$ cat src/rtl/sprt_regs.svh
// timing counts and field positions for the serial port with shared data/ready pin
// assumes a 40 MHz system clock; included by bare name
//
// Behaviour
// RQ1: the serial clock's falling edge is the active edge, and output data changes on it.
// RQ2: the data/ready pin is driven only after chip select falls, and within 80 ns.
// RQ3: the data/ready pin is released within 10 to 80 ns after chip select rises.
// RQ4: the host leaves 3, 12 or 24 master clocks between operations by power mode.
// RQ5: a fresh result arriving while ready is still low pulses ready high for 6, 25 or 50 us.
// RQ6: without select hold, the pin turns from data to ready after the last rising clock edge.
// RQ7: with select hold, the pin keeps the last data bit until chip select rises.
// RQ8: without select hold, ready returns at least 10 ns, or 110 ns with the delay bit, after it.
// RQ9: ready goes high once the result has been read.
// RQ10: outside continuous read, the same result may be read again while ready is high.
// RQ11: the host does not repeat a read near the next result update.
// RQ12: in continuous read each result word can be read only once.
// RQ13: write data is sampled on the rising clock edge, most significant bit first.
// RQ14: chip select rising mid transfer abandons the partial transfer.
`ifndef SPRT_REGS_SVH
`define SPRT_REGS_SVH

`define SPRT_CLK_MHZ          40
`define SPRT_DATA_W           24
`define SPRT_CMD_W            8
`define SPRT_CMD_READ_BIT     6

// power mode codes
`define SPRT_PWR_FULL         2'h0
`define SPRT_PWR_MID          2'h1
`define SPRT_PWR_LOW          2'h2

// ready pulse lengths in microseconds, rounded down to cycles
`define SPRT_T13_FULL_US      6
`define SPRT_T13_MID_US       25
`define SPRT_T13_LOW_US       50
`define SPRT_T13_FULL_CYC     (`SPRT_T13_FULL_US * `SPRT_CLK_MHZ)
`define SPRT_T13_MID_CYC      (`SPRT_T13_MID_US * `SPRT_CLK_MHZ)
`define SPRT_T13_LOW_CYC      (`SPRT_T13_LOW_US * `SPRT_CLK_MHZ)

// least time from last rising clock to ready, rounded up to cycles
`define SPRT_T7_NS            10
`define SPRT_T7_DEL_NS        110
`define SPRT_T7_CYC           ((`SPRT_T7_NS * `SPRT_CLK_MHZ + 999) / 1000)
`define SPRT_T7_DEL_CYC       ((`SPRT_T7_DEL_NS * `SPRT_CLK_MHZ + 999) / 1000)

`define SPRT_PCNT_W           11
`define SPRT_TCNT_W           3

`endif

$ cat src/rtl/sprt_pkg.sv
// types shared by the serial port design
// assumes nothing of its surroundings
package sprt_pkg;

    typedef enum logic [2:0] {
        SPRT_IDLE,
        SPRT_CMD,
        SPRT_WR,
        SPRT_DATA,
        SPRT_TAIL,
        SPRT_HOLD,
        SPRT_RDY
    } sprt_state_t;

endpackage

$ cat src/rtl/sprt_sync.sv
// two flip-flop synchroniser for a group of asynchronous pins
// assumes inputs are single-bit levels, each crossed independently
`timescale 1ns/10ps
module sprt_sync #(
    parameter int WIDTH = 1
) (
    input  wire logic             sys_clk_in,
    input  wire logic             arst_n_in,
    input  wire logic [WIDTH-1:0] async_in,
    output logic      [WIDTH-1:0] sync_out
);

    logic [WIDTH-1:0] meta;

    initial begin
        if (WIDTH < 1) begin
            $error("sprt_sync: WIDTH must be at least 1");
        end
    end

    // reset to all ones so idle-high pins do not fake an edge after reset
    always_ff @(posedge sys_clk_in or negedge arst_n_in) begin
        if (!arst_n_in) begin
            meta     <= '1;
            sync_out <= '1;
        end else begin
            meta     <= async_in;
            sync_out <= meta;
        end
    end

endmodule

$ cat src/rtl/sprt_serial_port.sv
// serial port of a converter: command/write shifting and a shared data-out/ready pin
// assumes chip select, serial clock and data in come from an outside host, asynchronous
`timescale 1ns/10ps
`include "sprt_regs.svh"
module sprt_serial_port
    import sprt_pkg::*;
#(
    parameter int DATA_W = `SPRT_DATA_W
) (
    input  wire logic              sys_clk_in,
    input  wire logic              arst_n_in,
    // host pins
    input  wire logic              cs_n_in,
    input  wire logic              sclk_in,
    input  wire logic              din_in,
    output logic                   dout_rdy_out,
    output logic                   dout_rdy_oe_out,
    // converter side
    input  wire logic [DATA_W-1:0] result_in,
    input  wire logic              result_valid_in,
    input  wire logic [1:0]        power_mode_in,
    input  wire logic              select_hold_in,
    input  wire logic              ready_switch_delay_enable_in,
    input  wire logic              cont_read_in,
    // received bytes and ready flag
    output logic [7:0]             rx_byte_out,
    output logic                   rx_valid_out,
    output logic                   rx_cmd_out,
    output logic                   ready_n_out
);

    localparam int BCNT_W = $clog2(DATA_W + 1);

    initial begin
        if (DATA_W < `SPRT_CMD_W || DATA_W > 32) begin
            $error("sprt_serial_port: DATA_W must be 8 to 32");
        end
        // the pulse and tail counters must hold their longest loads
        if (`SPRT_T13_LOW_CYC >= (1 << `SPRT_PCNT_W)) begin
            $error("sprt_serial_port: ready pulse count does not fit");
        end
        if (`SPRT_T7_DEL_CYC >= (1 << `SPRT_TCNT_W)) begin
            $error("sprt_serial_port: tail count does not fit");
        end
    end

    // pin crossing
    logic [2:0] pins_sync;
    logic       cs_n_s;
    logic       sclk_s;
    logic       din_s;

    sprt_sync #(
        .WIDTH (3)
    ) u_sync (
        .sys_clk_in (sys_clk_in),
        .arst_n_in  (arst_n_in),
        .async_in   ({cs_n_in, sclk_in, din_in}),
        .sync_out   (pins_sync)
    );

    assign cs_n_s = pins_sync[2];
    assign sclk_s = pins_sync[1];
    assign din_s  = pins_sync[0];

    // state
    sprt_state_t               state;
    logic                      sclk_prev;
    logic [DATA_W-1:0]         result;
    logic [DATA_W-1:0]         shift;
    logic [BCNT_W-1:0]         bitcnt;
    logic [`SPRT_TCNT_W-1:0]   tail_cnt;
    logic [`SPRT_PCNT_W-1:0]   pulse_cnt;
    logic                      fresh;
    logic [`SPRT_CMD_W-1:0]    rx_sh;

    sprt_state_t               next_state;
    logic                      next_sclk_prev;
    logic [DATA_W-1:0]         next_result;
    logic [DATA_W-1:0]         next_shift;
    logic [BCNT_W-1:0]         next_bitcnt;
    logic [`SPRT_TCNT_W-1:0]   next_tail_cnt;
    logic [`SPRT_PCNT_W-1:0]   next_pulse_cnt;
    logic                      next_fresh;
    logic [`SPRT_CMD_W-1:0]    next_rx_sh;
    logic                      next_dout;
    logic                      next_oe;
    logic [7:0]                next_rx_byte;
    logic                      next_rx_valid;
    logic                      next_rx_cmd;

    // helper terms
    logic                      sclk_fall;
    logic                      sclk_rise;
    logic                      rdy_n;
    logic                      read_done;
    logic [`SPRT_PCNT_W-1:0]   pulse_len;
    logic [`SPRT_TCNT_W-1:0]   tail_len;
    logic [`SPRT_CMD_W-1:0]    rx_next_val;

    assign sclk_fall   = sclk_prev & ~sclk_s; // RQ1
    assign sclk_rise   = ~sclk_prev & sclk_s; // RQ13
    assign rdy_n       = ~fresh | (pulse_cnt != '0);
    assign ready_n_out = rdy_n;
    assign rx_next_val = {rx_sh[`SPRT_CMD_W-2:0], din_s};

    // ready pulse length by power mode; an unknown mode takes the longest
    always_comb begin
        case (power_mode_in)
            `SPRT_PWR_FULL: pulse_len = `SPRT_PCNT_W'(`SPRT_T13_FULL_CYC);
            `SPRT_PWR_MID:  pulse_len = `SPRT_PCNT_W'(`SPRT_T13_MID_CYC);
            default:        pulse_len = `SPRT_PCNT_W'(`SPRT_T13_LOW_CYC);
        endcase
    end

    // counted from the synchronised edge, so real spacing exceeds the least time
    assign tail_len = ready_switch_delay_enable_in ? `SPRT_TCNT_W'(`SPRT_T7_DEL_CYC)
                                                   : `SPRT_TCNT_W'(`SPRT_T7_CYC); // RQ8

    // last data bit taken on its rising edge
    assign read_done = (state == SPRT_DATA) && sclk_rise &&
                       (bitcnt == BCNT_W'(DATA_W - 1));

    // serial clock edge detector; idles high like the pin, so reset gives no false edge
    always_comb begin
        next_sclk_prev = sclk_s;
    end

    // edge detector register
    always_ff @(posedge sys_clk_in or negedge arst_n_in) begin
        if (!arst_n_in) begin
            sclk_prev <= 1'b1;
        end else begin
            sclk_prev <= next_sclk_prev;
        end
    end

    // ready bookkeeping: held word, unread flag and forced-high pulse
    // a word arriving mid-read is not stored; it sets the flag and, over an unread word, forces a ready pulse; the read's end may clear it again
    always_comb begin
        next_result    = result;
        next_pulse_cnt = (pulse_cnt != '0) ? pulse_cnt - 1'b1 : pulse_cnt;
        next_fresh     = fresh;

        // a finished read marks the word taken
        if (read_done) begin
            next_fresh = 1'b0; // RQ9 RQ12
        end

        // new result: set beats the read's clear; an unread word forces a ready pulse
        if (result_valid_in) begin
            if (state != SPRT_DATA) begin
                next_result = result_in;
            end
            if (fresh && !read_done) begin
                next_pulse_cnt = pulse_len; // RQ5
            end
            next_fresh = 1'b1;
        end
    end

    // ready bookkeeping registers
    always_ff @(posedge sys_clk_in or negedge arst_n_in) begin
        if (!arst_n_in) begin
            result    <= '0;
            pulse_cnt <= '0;
            fresh     <= 1'b0;
        end else begin
            result    <= next_result;
            pulse_cnt <= next_pulse_cnt;
            fresh     <= next_fresh;
        end
    end

    // tail counter loads at the read's end and runs down to zero
    always_comb begin
        next_tail_cnt = tail_cnt;
        if (read_done) begin
            next_tail_cnt = tail_len; // RQ8
        end else if (tail_cnt != '0) begin
            next_tail_cnt = tail_cnt - 1'b1;
        end
    end

    // tail counter register
    always_ff @(posedge sys_clk_in or negedge arst_n_in) begin
        if (!arst_n_in) begin
            tail_cnt <= '0;
        end else begin
            tail_cnt <= next_tail_cnt;
        end
    end

    // transfer and pin next-state logic
    always_comb begin
        next_state     = state;
        next_shift     = shift;
        next_bitcnt    = bitcnt;
        next_rx_sh     = rx_sh;
        next_dout      = dout_rdy_out;
        next_oe        = dout_rdy_oe_out;
        next_rx_byte   = rx_byte_out;
        next_rx_valid  = 1'b0;
        next_rx_cmd    = rx_cmd_out;

        case (state)
            SPRT_IDLE: begin
                next_oe     = 1'b0;
                next_bitcnt = '0;
                if (!cs_n_s) begin
                    next_oe   = 1'b1; // RQ2
                    next_dout = rdy_n;
                    next_shift = result;
                    if (cont_read_in) begin
                        // each word once only; a taken word gives no data phase
                        next_state = fresh ? SPRT_DATA : SPRT_RDY; // RQ12
                    end else begin
                        next_state = SPRT_CMD;
                    end
                end
            end
            SPRT_CMD, SPRT_WR: begin
                next_dout = rdy_n;
                if (sclk_rise) begin
                    next_rx_sh  = rx_next_val; // RQ13
                    next_bitcnt = bitcnt + 1'b1;
                    if (bitcnt == BCNT_W'(`SPRT_CMD_W - 1)) begin
                        next_bitcnt   = '0;
                        next_rx_byte  = rx_next_val;
                        next_rx_valid = 1'b1;
                        next_rx_cmd   = (state == SPRT_CMD);
                        if (state == SPRT_CMD && rx_next_val[`SPRT_CMD_READ_BIT]) begin
                            // rereading the held word is allowed while ready is high
                            next_shift = result; // RQ10
                            next_state = SPRT_DATA;
                        end else begin
                            next_state = SPRT_WR;
                        end
                    end
                end
            end
            SPRT_DATA: begin
                if (sclk_fall) begin
                    next_dout  = shift[DATA_W-1]; // RQ1
                    next_shift = {shift[DATA_W-2:0], 1'b0};
                end
                if (sclk_rise) begin
                    next_bitcnt = bitcnt + 1'b1;
                end
                if (read_done) begin
                    next_state = select_hold_in ? SPRT_HOLD : SPRT_TAIL; // RQ7
                end
            end
            SPRT_TAIL: begin
                if (tail_cnt <= `SPRT_TCNT_W'(1)) begin
                    next_state = SPRT_RDY; // RQ6 RQ8
                end
            end
            SPRT_HOLD: begin
                next_dout = dout_rdy_out; // RQ7
            end
            SPRT_RDY: begin
                next_dout = rdy_n; // RQ6
            end
            default: begin
                next_state = SPRT_IDLE;
            end
        endcase

        // select released: drop the pin and any partial transfer
        if (cs_n_s && state != SPRT_IDLE) begin
            next_state  = SPRT_IDLE; // RQ14
            next_oe     = 1'b0; // RQ3
            next_bitcnt = '0;
            next_rx_sh  = '0;
        end
    end

    // transfer and pin registers
    always_ff @(posedge sys_clk_in or negedge arst_n_in) begin
        if (!arst_n_in) begin
            state           <= SPRT_IDLE;
            shift           <= '0;
            bitcnt          <= '0;
            rx_sh           <= '0;
            dout_rdy_out    <= 1'b1;
            dout_rdy_oe_out <= 1'b0;
            rx_byte_out     <= 8'h00;
            rx_valid_out    <= 1'b0;
            rx_cmd_out      <= 1'b0;
        end else begin
            state           <= next_state;
            shift           <= next_shift;
            bitcnt          <= next_bitcnt;
            rx_sh           <= next_rx_sh;
            dout_rdy_out    <= next_dout;
            dout_rdy_oe_out <= next_oe;
            rx_byte_out     <= next_rx_byte;
            rx_valid_out    <= next_rx_valid;
            rx_cmd_out      <= next_rx_cmd;
        end
    end

endmodule

$ cat config.mk
export PLATFORM = sky130hd
export DESIGN_NAME = sprt_serial_port
export DESIGN_NICKNAME = d
export VERILOG_FILES = /design/src/rtl/sprt_pkg.sv /design/src/rtl/sprt_sync.sv /design/src/rtl/sprt_serial_port.sv
export VERILOG_INCLUDE_DIRS = /design/src /design/src/rtl
export SDC_FILE = /design/constraint.sdc
export NUM_CORES = 1
export LEC_CHECK = 0
export ABC_AREA = 0
export BUFFER_PORTS_ARGS = -buffer_cell sky130_fd_sc_hd__buf_4
export CORE_MARGIN = 3
export CORE_UTILIZATION = 57
export DETAILED_ROUTE_END_ITERATION = 12
export PLACE_DENSITY = 0.78
export RECOVER_POWER = 25
export SLEW_MARGIN = 0
export SYNTH_ARGS = -nofsm -noshare
export SYNTH_HDL_FRONTEND = slang
export SYNTH_SLANG_ARGS = --single-unit
$ cat constraint.sdc
create_clock -name sys_clk_in -period 2.39 [get_ports sys_clk_in]
set_clock_uncertainty 0.05 [all_clocks]
set_input_delay 0.3585 -clock sys_clk_in [delete_from_list [all_inputs] [get_ports sys_clk_in]]
set_output_delay 0.3585 -clock sys_clk_in [all_outputs]
set_load 0.1 [all_outputs]
After elaboration in Yosys (flattened, before gate mapping)
Cells that the tools add are included.
{ "word_totals": {"in_bits": 35, "wordCells": 120, "output_inout_bits": 13, "register_bits": 97} }
{ "classes": {"magnitude_cmp": 1, "reduce_logical": 29, "n_mux": 43, "addsub": 3, "eq_ne": 22, "bitwise_logic": 6} }
{ "ops": {"columns": ["cell", "count"], "rows": [
  ["24-bit two-way mux", 5],
  ["24-bit one-hot mux with 3 select lines", 1],
  ["11-bit two-way mux", 3],
  ["3-bit two-way mux", 11],
  ["11-bit one-hot mux with 2 select lines", 1],
  ["7-bit two-way mux", 3],
  ["5-bit two-way mux", 4],
  ["3-bit one-hot mux with 5 select lines", 1],
  ["5-bit one-hot mux with 3 select lines", 1],
  ["1-bit two-way mux", 12],
  ["3-bit inequality test (second input constant)", 4],
  ["6-bit AND reduction", 2],
  ["3-bit nonzero test", 4],
  ["11-bit nonzero test", 1],
  ["11-bit by 1-bit subtractor with 11-bit output (second input constant)", 1],
  ["2-bit inequality test (second input constant)", 5],
  ["2-bit nonzero test", 5],
  ["3-bit equality test (second input constant)", 3],
  ["3-bit by 2-bit inequality test with 1-bit output (second input constant)", 3],
  ["3-bit AND reduction", 3],
  ["3-bit by 2-bit equality test with 1-bit output (second input constant)", 2],
  ["5-bit by 1-bit adder with 5-bit output (second input constant)", 1],
  ["5-bit by 3-bit equality test with 1-bit output (second input constant)", 1],
  ["5-bit equality test (second input constant)", 1],
  ["17 further kinds", 26]
]} }

Longest topological paths before layout
{ "logic_depth": {"depth_word": 8, "mapped_depth": 8} }

Cells and area by module
From an unflattened synthesis, not the netlist that was laid out.
{ "unflattened": {"cells_unflattened": 395, "hier_area_um2": 4375.4} }
{ "modules_own_cells": {"columns": ["module", "area_per_inst_um2", "cells_per_inst", "seq_area_each_um2", "instances"], "rows": [
  ["sprt_serial_port", 4217.8, 389, 2279.7, 1],
  ["sprt_sync", 157.7, 6, 157.7, 1]
]} }

Worst setup path before layout
No wires, ideal clock.
{ "synth_path": {"path_type": "register to output", "start": "register pulse_cnt[3]", "end": "output ready_n_out", "slack_ps": 108, "arrival_ps": 1874, "stages_incl_launch_ff": 4, "required_time_ps": 1982, "path_buffers": 0, "cell_sequence": "dfrtp_1 or4_4 nor4_4 nand2_1"} }
{ "synth_via": {"elab_chain_cells": 2} }
{ "synth_lines": {"columns": ["element", "line", "source"], "rows": [
  ["start, declared", "sprt_serial_port.sv:73", "logic [`SPRT_PCNT_W-1:0] pulse_cnt;"],
  ["start signal, assigned", "sprt_serial_port.sv:170", "pulse_cnt <= next_pulse_cnt;"],
  ["11-bit nonzero test", "sprt_serial_port.sv:103", "assign rdy_n = ~fresh | (pulse_cnt != '0);"],
  ["1-bit bitwise OR", "sprt_serial_port.sv:103", null],
  ["end, declared", "sprt_serial_port.sv:29", "output logic ready_n_out"]
]} }
No other way between the ends.

Final worst setup path
Same ends and word-level chain as after synthesis.

==> results_tabular.tex <==
\begin{tabular}{lr}
\hline
Metric & Value \\
\hline
\multicolumn{2}{l}{\textbf{Run status}} \\
\quad Result of the run & finished clean \\
\multicolumn{2}{l}{\textbf{Placed design}} \\
\quad HPWL after detailed placement & 5.890 mm \\
\quad Routability Congestion & 0.8738 \\
\quad Placement-stage worst setup slack & 335.0 ps \\
\quad Port-buffer cells & 47 \\
\multicolumn{2}{l}{\textbf{Logic synthesis}} \\
\quad Share of Yosys cell area claimed by the top area cell type & 0.5010 \\
\quad Leading cell type by number of instances after synthesis & dfrtp\_1 \\
\quad Post-Synthesis Net Count & 432 \\
\quad Area contributors post-synth & dfrtp\_1 50\%, mux2\_2 8.6\%, mux2i\_1 7.4\% \\
\quad Most numerous cell types in the synthesized netlist & 89 x dfrtp\_1, 47 x nor2\_1, 34 x a21oi\_1, 34 x mux2\_2, 33 x mux2i\_1 \\
\quad Most instantiated flip-flop cell in the synthesis netlist & dfrtp\_1 \\
\quad Mean instance size in the synthesized netlist & 11.37 µm² \\
\quad Synthesized instance count & a little under 400 \\
\quad Cell area after technology mapping & 0.004446 mm² \\
\quad Total of warnings raised by yosys & 0 \\
\quad Async S/R FF share, synth & 1.000 \\
\quad Number of flops mapped to enable cells by yosys & 0 \\
\quad Synth cell types & 50 \\
\quad Part of the Yosys area used for sequential elements & 0.5483 \\
\quad Largest area contributor in the synthesized netlist & dfrtp\_1 \\
\quad Flop and latch count out of synthesis & 97 \\
\multicolumn{2}{l}{\textbf{Timing}} \\
\quad Number of max-slew violations in the final report & 0 \\
\quad Post-Route Setup TNS & 0 ps \\
\quad Count of final setup violators & 0 \\
\quad Tmin final & about 2300 ps \\
\quad Unrepaired setup endpoints after global routing & no \\
\quad Slew at the pin closest to its max-slew limit & 814.3 ps \\
\quad Share of the cycle needed by the critical path after routing & 0.9652 \\
\quad Final hold viol count & 0 \\
\quad Timing-limited maximum frequency & 0.4335 GHz \\
\quad Relative slew slack & 0.4572 \\
\quad Setup slack after layout & 83.19 ps \\
\multicolumn{2}{l}{\textbf{Worst setup path}} \\
\quad Worst EP arrival & 1900 ps \\
\quad Crit path largest cell delay & 580 ps \\
\quad Largest delay contributor family on the critical path & simple AND/OR/NAND/NOR gates \\
\quad CP Launch Type & flip-flop \\
\quad Reg-to-Reg Start & bitcnt[0]\$\_DFFE\_PN0P\_ \\
\quad Levels on crit path & 4 \\
\quad Worst setup EP type & output port \\
\quad Worst reg-to-reg setup slack & 350 ps \\
\quad R2R cell count & 6 \\
\quad Worst endpoint required time & 1980 ps \\
\quad Worst flop-to-flop path endpoint & state[0]\$\_DFFE\_PN0P\_ \\
\quad Maximum fanout along the worst path & 3 \\
\quad WP buf/inv & 1 \\
\quad Library cell contributing the largest single delay on the critical path & or4\_4 \\
\quad Crit Path Category & flip-flop to output port \\
\quad Crit path cell chain & or4\_4 > nor4\_4 > nand2\_1 > buf\_6 \\
\multicolumn{2}{l}{\textbf{Floorplanning}} \\
\quad Core Footprint & 0.007408 mm² \\
\quad Num rows & 31 \\
\quad Die Span X & 94.31 µm \\
\quad Top-level port count & 48 \\
\quad Die extent in y & 94.31 µm \\
\quad Initial Utilization & 0.6001 \\
\quad Total die area & 0.008894 mm² \\
\multicolumn{2}{l}{\textbf{Detailed routing}} \\
\quad Number of optimization iterations in the first detailed-route pass & 4 \\
\quad Wire length per cell after detailed routing & 15.39 µm \\
\quad Drt drc & 0 \\
\quad Number of vias in the routed layout & 3067 \\
\quad Iter 0 DRT Violations & 204 \\
\quad Via count normalized by instance count & 5.607 \\
\quad Sum of routed wire length over all layers & $\sim$8.4 mm \\
\quad Antenna violation net count after detailed routing & 0 \\
\multicolumn{2}{l}{\textbf{Clock network}} \\
\quad Total clock buffers created by CTS & 9 \\
\quad CTS tree & done \\
\quad Clock Root Buffer & clkbuf\_8 \\
\quad Skew-Pair Late Insertion Delay & 350 ps \\
\quad Maximum count of clock buffers along a single path & 2 \\
\quad H-tree depth & 3 \\
\quad Clock net sink count & 97 \\
\quad Clock slew at reported path FFs & 90 ps \\
\multicolumn{2}{l}{\textbf{Layout}} \\
\quad Diodes inserted & 0 \\
\quad Fraction of layout instances using a drive strength above 1 & 0.2790 \\
\quad Area added between synthesis and finish & 15.73\% \\
\quad Number of nets at the end of the flow & around 480 \\
\multicolumn{2}{l}{\textbf{Power}} \\
\quad Worst vdd ir & between 500 and 600 µV \\
\quad Leakage & 2.289 nW \\
\quad Power per cell area & 977.0 mW/mm² \\
\multicolumn{2}{l}{\textbf{Hold path}} \\
\quad Worst hold stages & 1 \\
\quad Min-Delay Path Class & input pin to flip-flop \\
\quad Worst Hold End & u\_sync.meta[0]\$\_DFF\_PN1\_ \\
\quad Hold wc startpoint & din\_in \\
\multicolumn{2}{l}{\textbf{GRT}} \\
\quad Maximum number of pins on one net before global-route repair & 49 \\
\quad Wire length of the first global-routing pass & 14.23 mm \\
\quad GR Util All Layers & 0.2045 \\
\quad Vias in the first global route & 3036 \\
\quad Total congestion overflow & 0 \\
\quad Number of antenna violations at the first check in global routing & 0 \\
\multicolumn{2}{l}{\textbf{Flow run}} \\
\quad Number of violations of the max-capacitance limit & 0 \\
\hline
\end{tabular}
[worst max-delay path by stage]
| stage | to | slack [ps] | from |
|---|---|---|---|
| global placement | ready_n_out | 360 | pulse_cnt[3]$_DFF_PN0_ |
| finish | ready_n_out | 80 | pulse_cnt[3]$_DFF_PN0_ |
| global route | ready_n_out | 10 | pulse_cnt[3]$_DFF_PN0_ |
| floorplan | ready_n_out | 110 | pulse_cnt[3]$_DFF_PN0_ |
| CTS | ready_n_out | 40 | pulse_cnt[3]$_DFF_PN0_ |
| detailed placement | ready_n_out | 330 | pulse_cnt[3]$_DFF_PN0_ |
[worst reg2reg max path, stage by stage (launching register included)]
cell,delay (ps)
dfrtp_1,410
ha_1,260
and4bb_1,250
or4_1,400
a31oi_1,200
nor3_1,80
mux2_2,280
[metal layers]
layer / GRT usage / up-vias / share of wire
met1: 0.2693 / 1512 / 0.44
met2: 0.3416 / 71 / 0.51
li1: - / 1477 / -
met5: 0 / - / 0
met3: 0.05208 / 7 / 0.040
met4: 0.04934 / 0 / 0.0087
[cells in the final DEF (no fill, tap or decap), types with 3 or more instances in the layout]
cell / count
nor3_1: 5
a21oi_1: 34
xor2_1: 3
nor4_1: 3
clkbuf_8: 9
dfrtp_1: 88
nand2_1: 12
mux2_2: 34
ha_1: 6
o21ai_0: 18
nand2b_1: 7
a31oi_1: 3
inv_1: 9
dfstp_2: 7
inv_6: 4
nor2_1: 47
or3_1: 4
nand3_1: 12
mux2i_1: 33
clkbuf_4: 4
buf_4: 50
xnor2_1: 8
nor2b_1: 5
[where the power goes]
part	leakage (nW)	total [mW]	switching (mW)	internal, mW
combinational	1.04	1.70	0.956	0.748
sequential	1.16	2.36	0.291	2.06
clock	0.0881	0.968	0.576	0.392
[layout make-up]
type / count / area [µm²]
Sequential cell: 97 / 2439
Fill cell: 551 / 2263
Multi-Input combinational cell: 266 / 1898
Timing Repair Buffer: 59 / 471.7
Clock buffer: 10 / 127.6
Tap cell: 99 / 123.9
Clock inverter: 6 / 47.55
Inverter: 10 / 37.54
[registers in the layout, summed over array words and instances, names as in the netlist, 3 cells and up]
name and count:
rx_sh 7, bitcnt 5, shift 24, u_sync.sync_out 3
rx_byte_out 8, state 3, pulse_cnt 11, u_sync.meta 3
tail_cnt 3, result 24
[through the flow]
stage	total power [mW]	area, µm²	hold WS (ps)	cells	util
5_1_grt	5.370	5145	18.51	547	0.6945
2_1_floorplan	3.615	4446	12.91	391	-
3_5_place_dp	4.081	4955	285.4	528	0.6688
6_report	5.026	5145	51.22	547	0.6945
4_1_cts	5.069	5160	27.28	547	0.6965
3_3_place_gp	3.972	4955	278.8	528	0.6688
[cells by family after synthesis]
group | after synthesis | synth area share
xor gates and xnor gates | 11 | 0.02167
AOI/OAI and AO/OA | 68 | 0.08866
DFF | 97 | 0.5483
buffers and inverters | 28 | 0.02730
and+or+nand+nor | 114 | 0.1368
adders and majority gates | 6 | 0.01689
muxes | 67 | 0.1604
[what timing repair did]
action	in CTS	in global routing
hold buffers	1	0
endpoints found under the hold margin	25	0
resized for setup	2	0
setup buffers	2	0
endpoints found under the setup margin	1	1
pin swaps	1	1
cloned	0	0
Note: power is estimated with default switching activity, not from simulation.
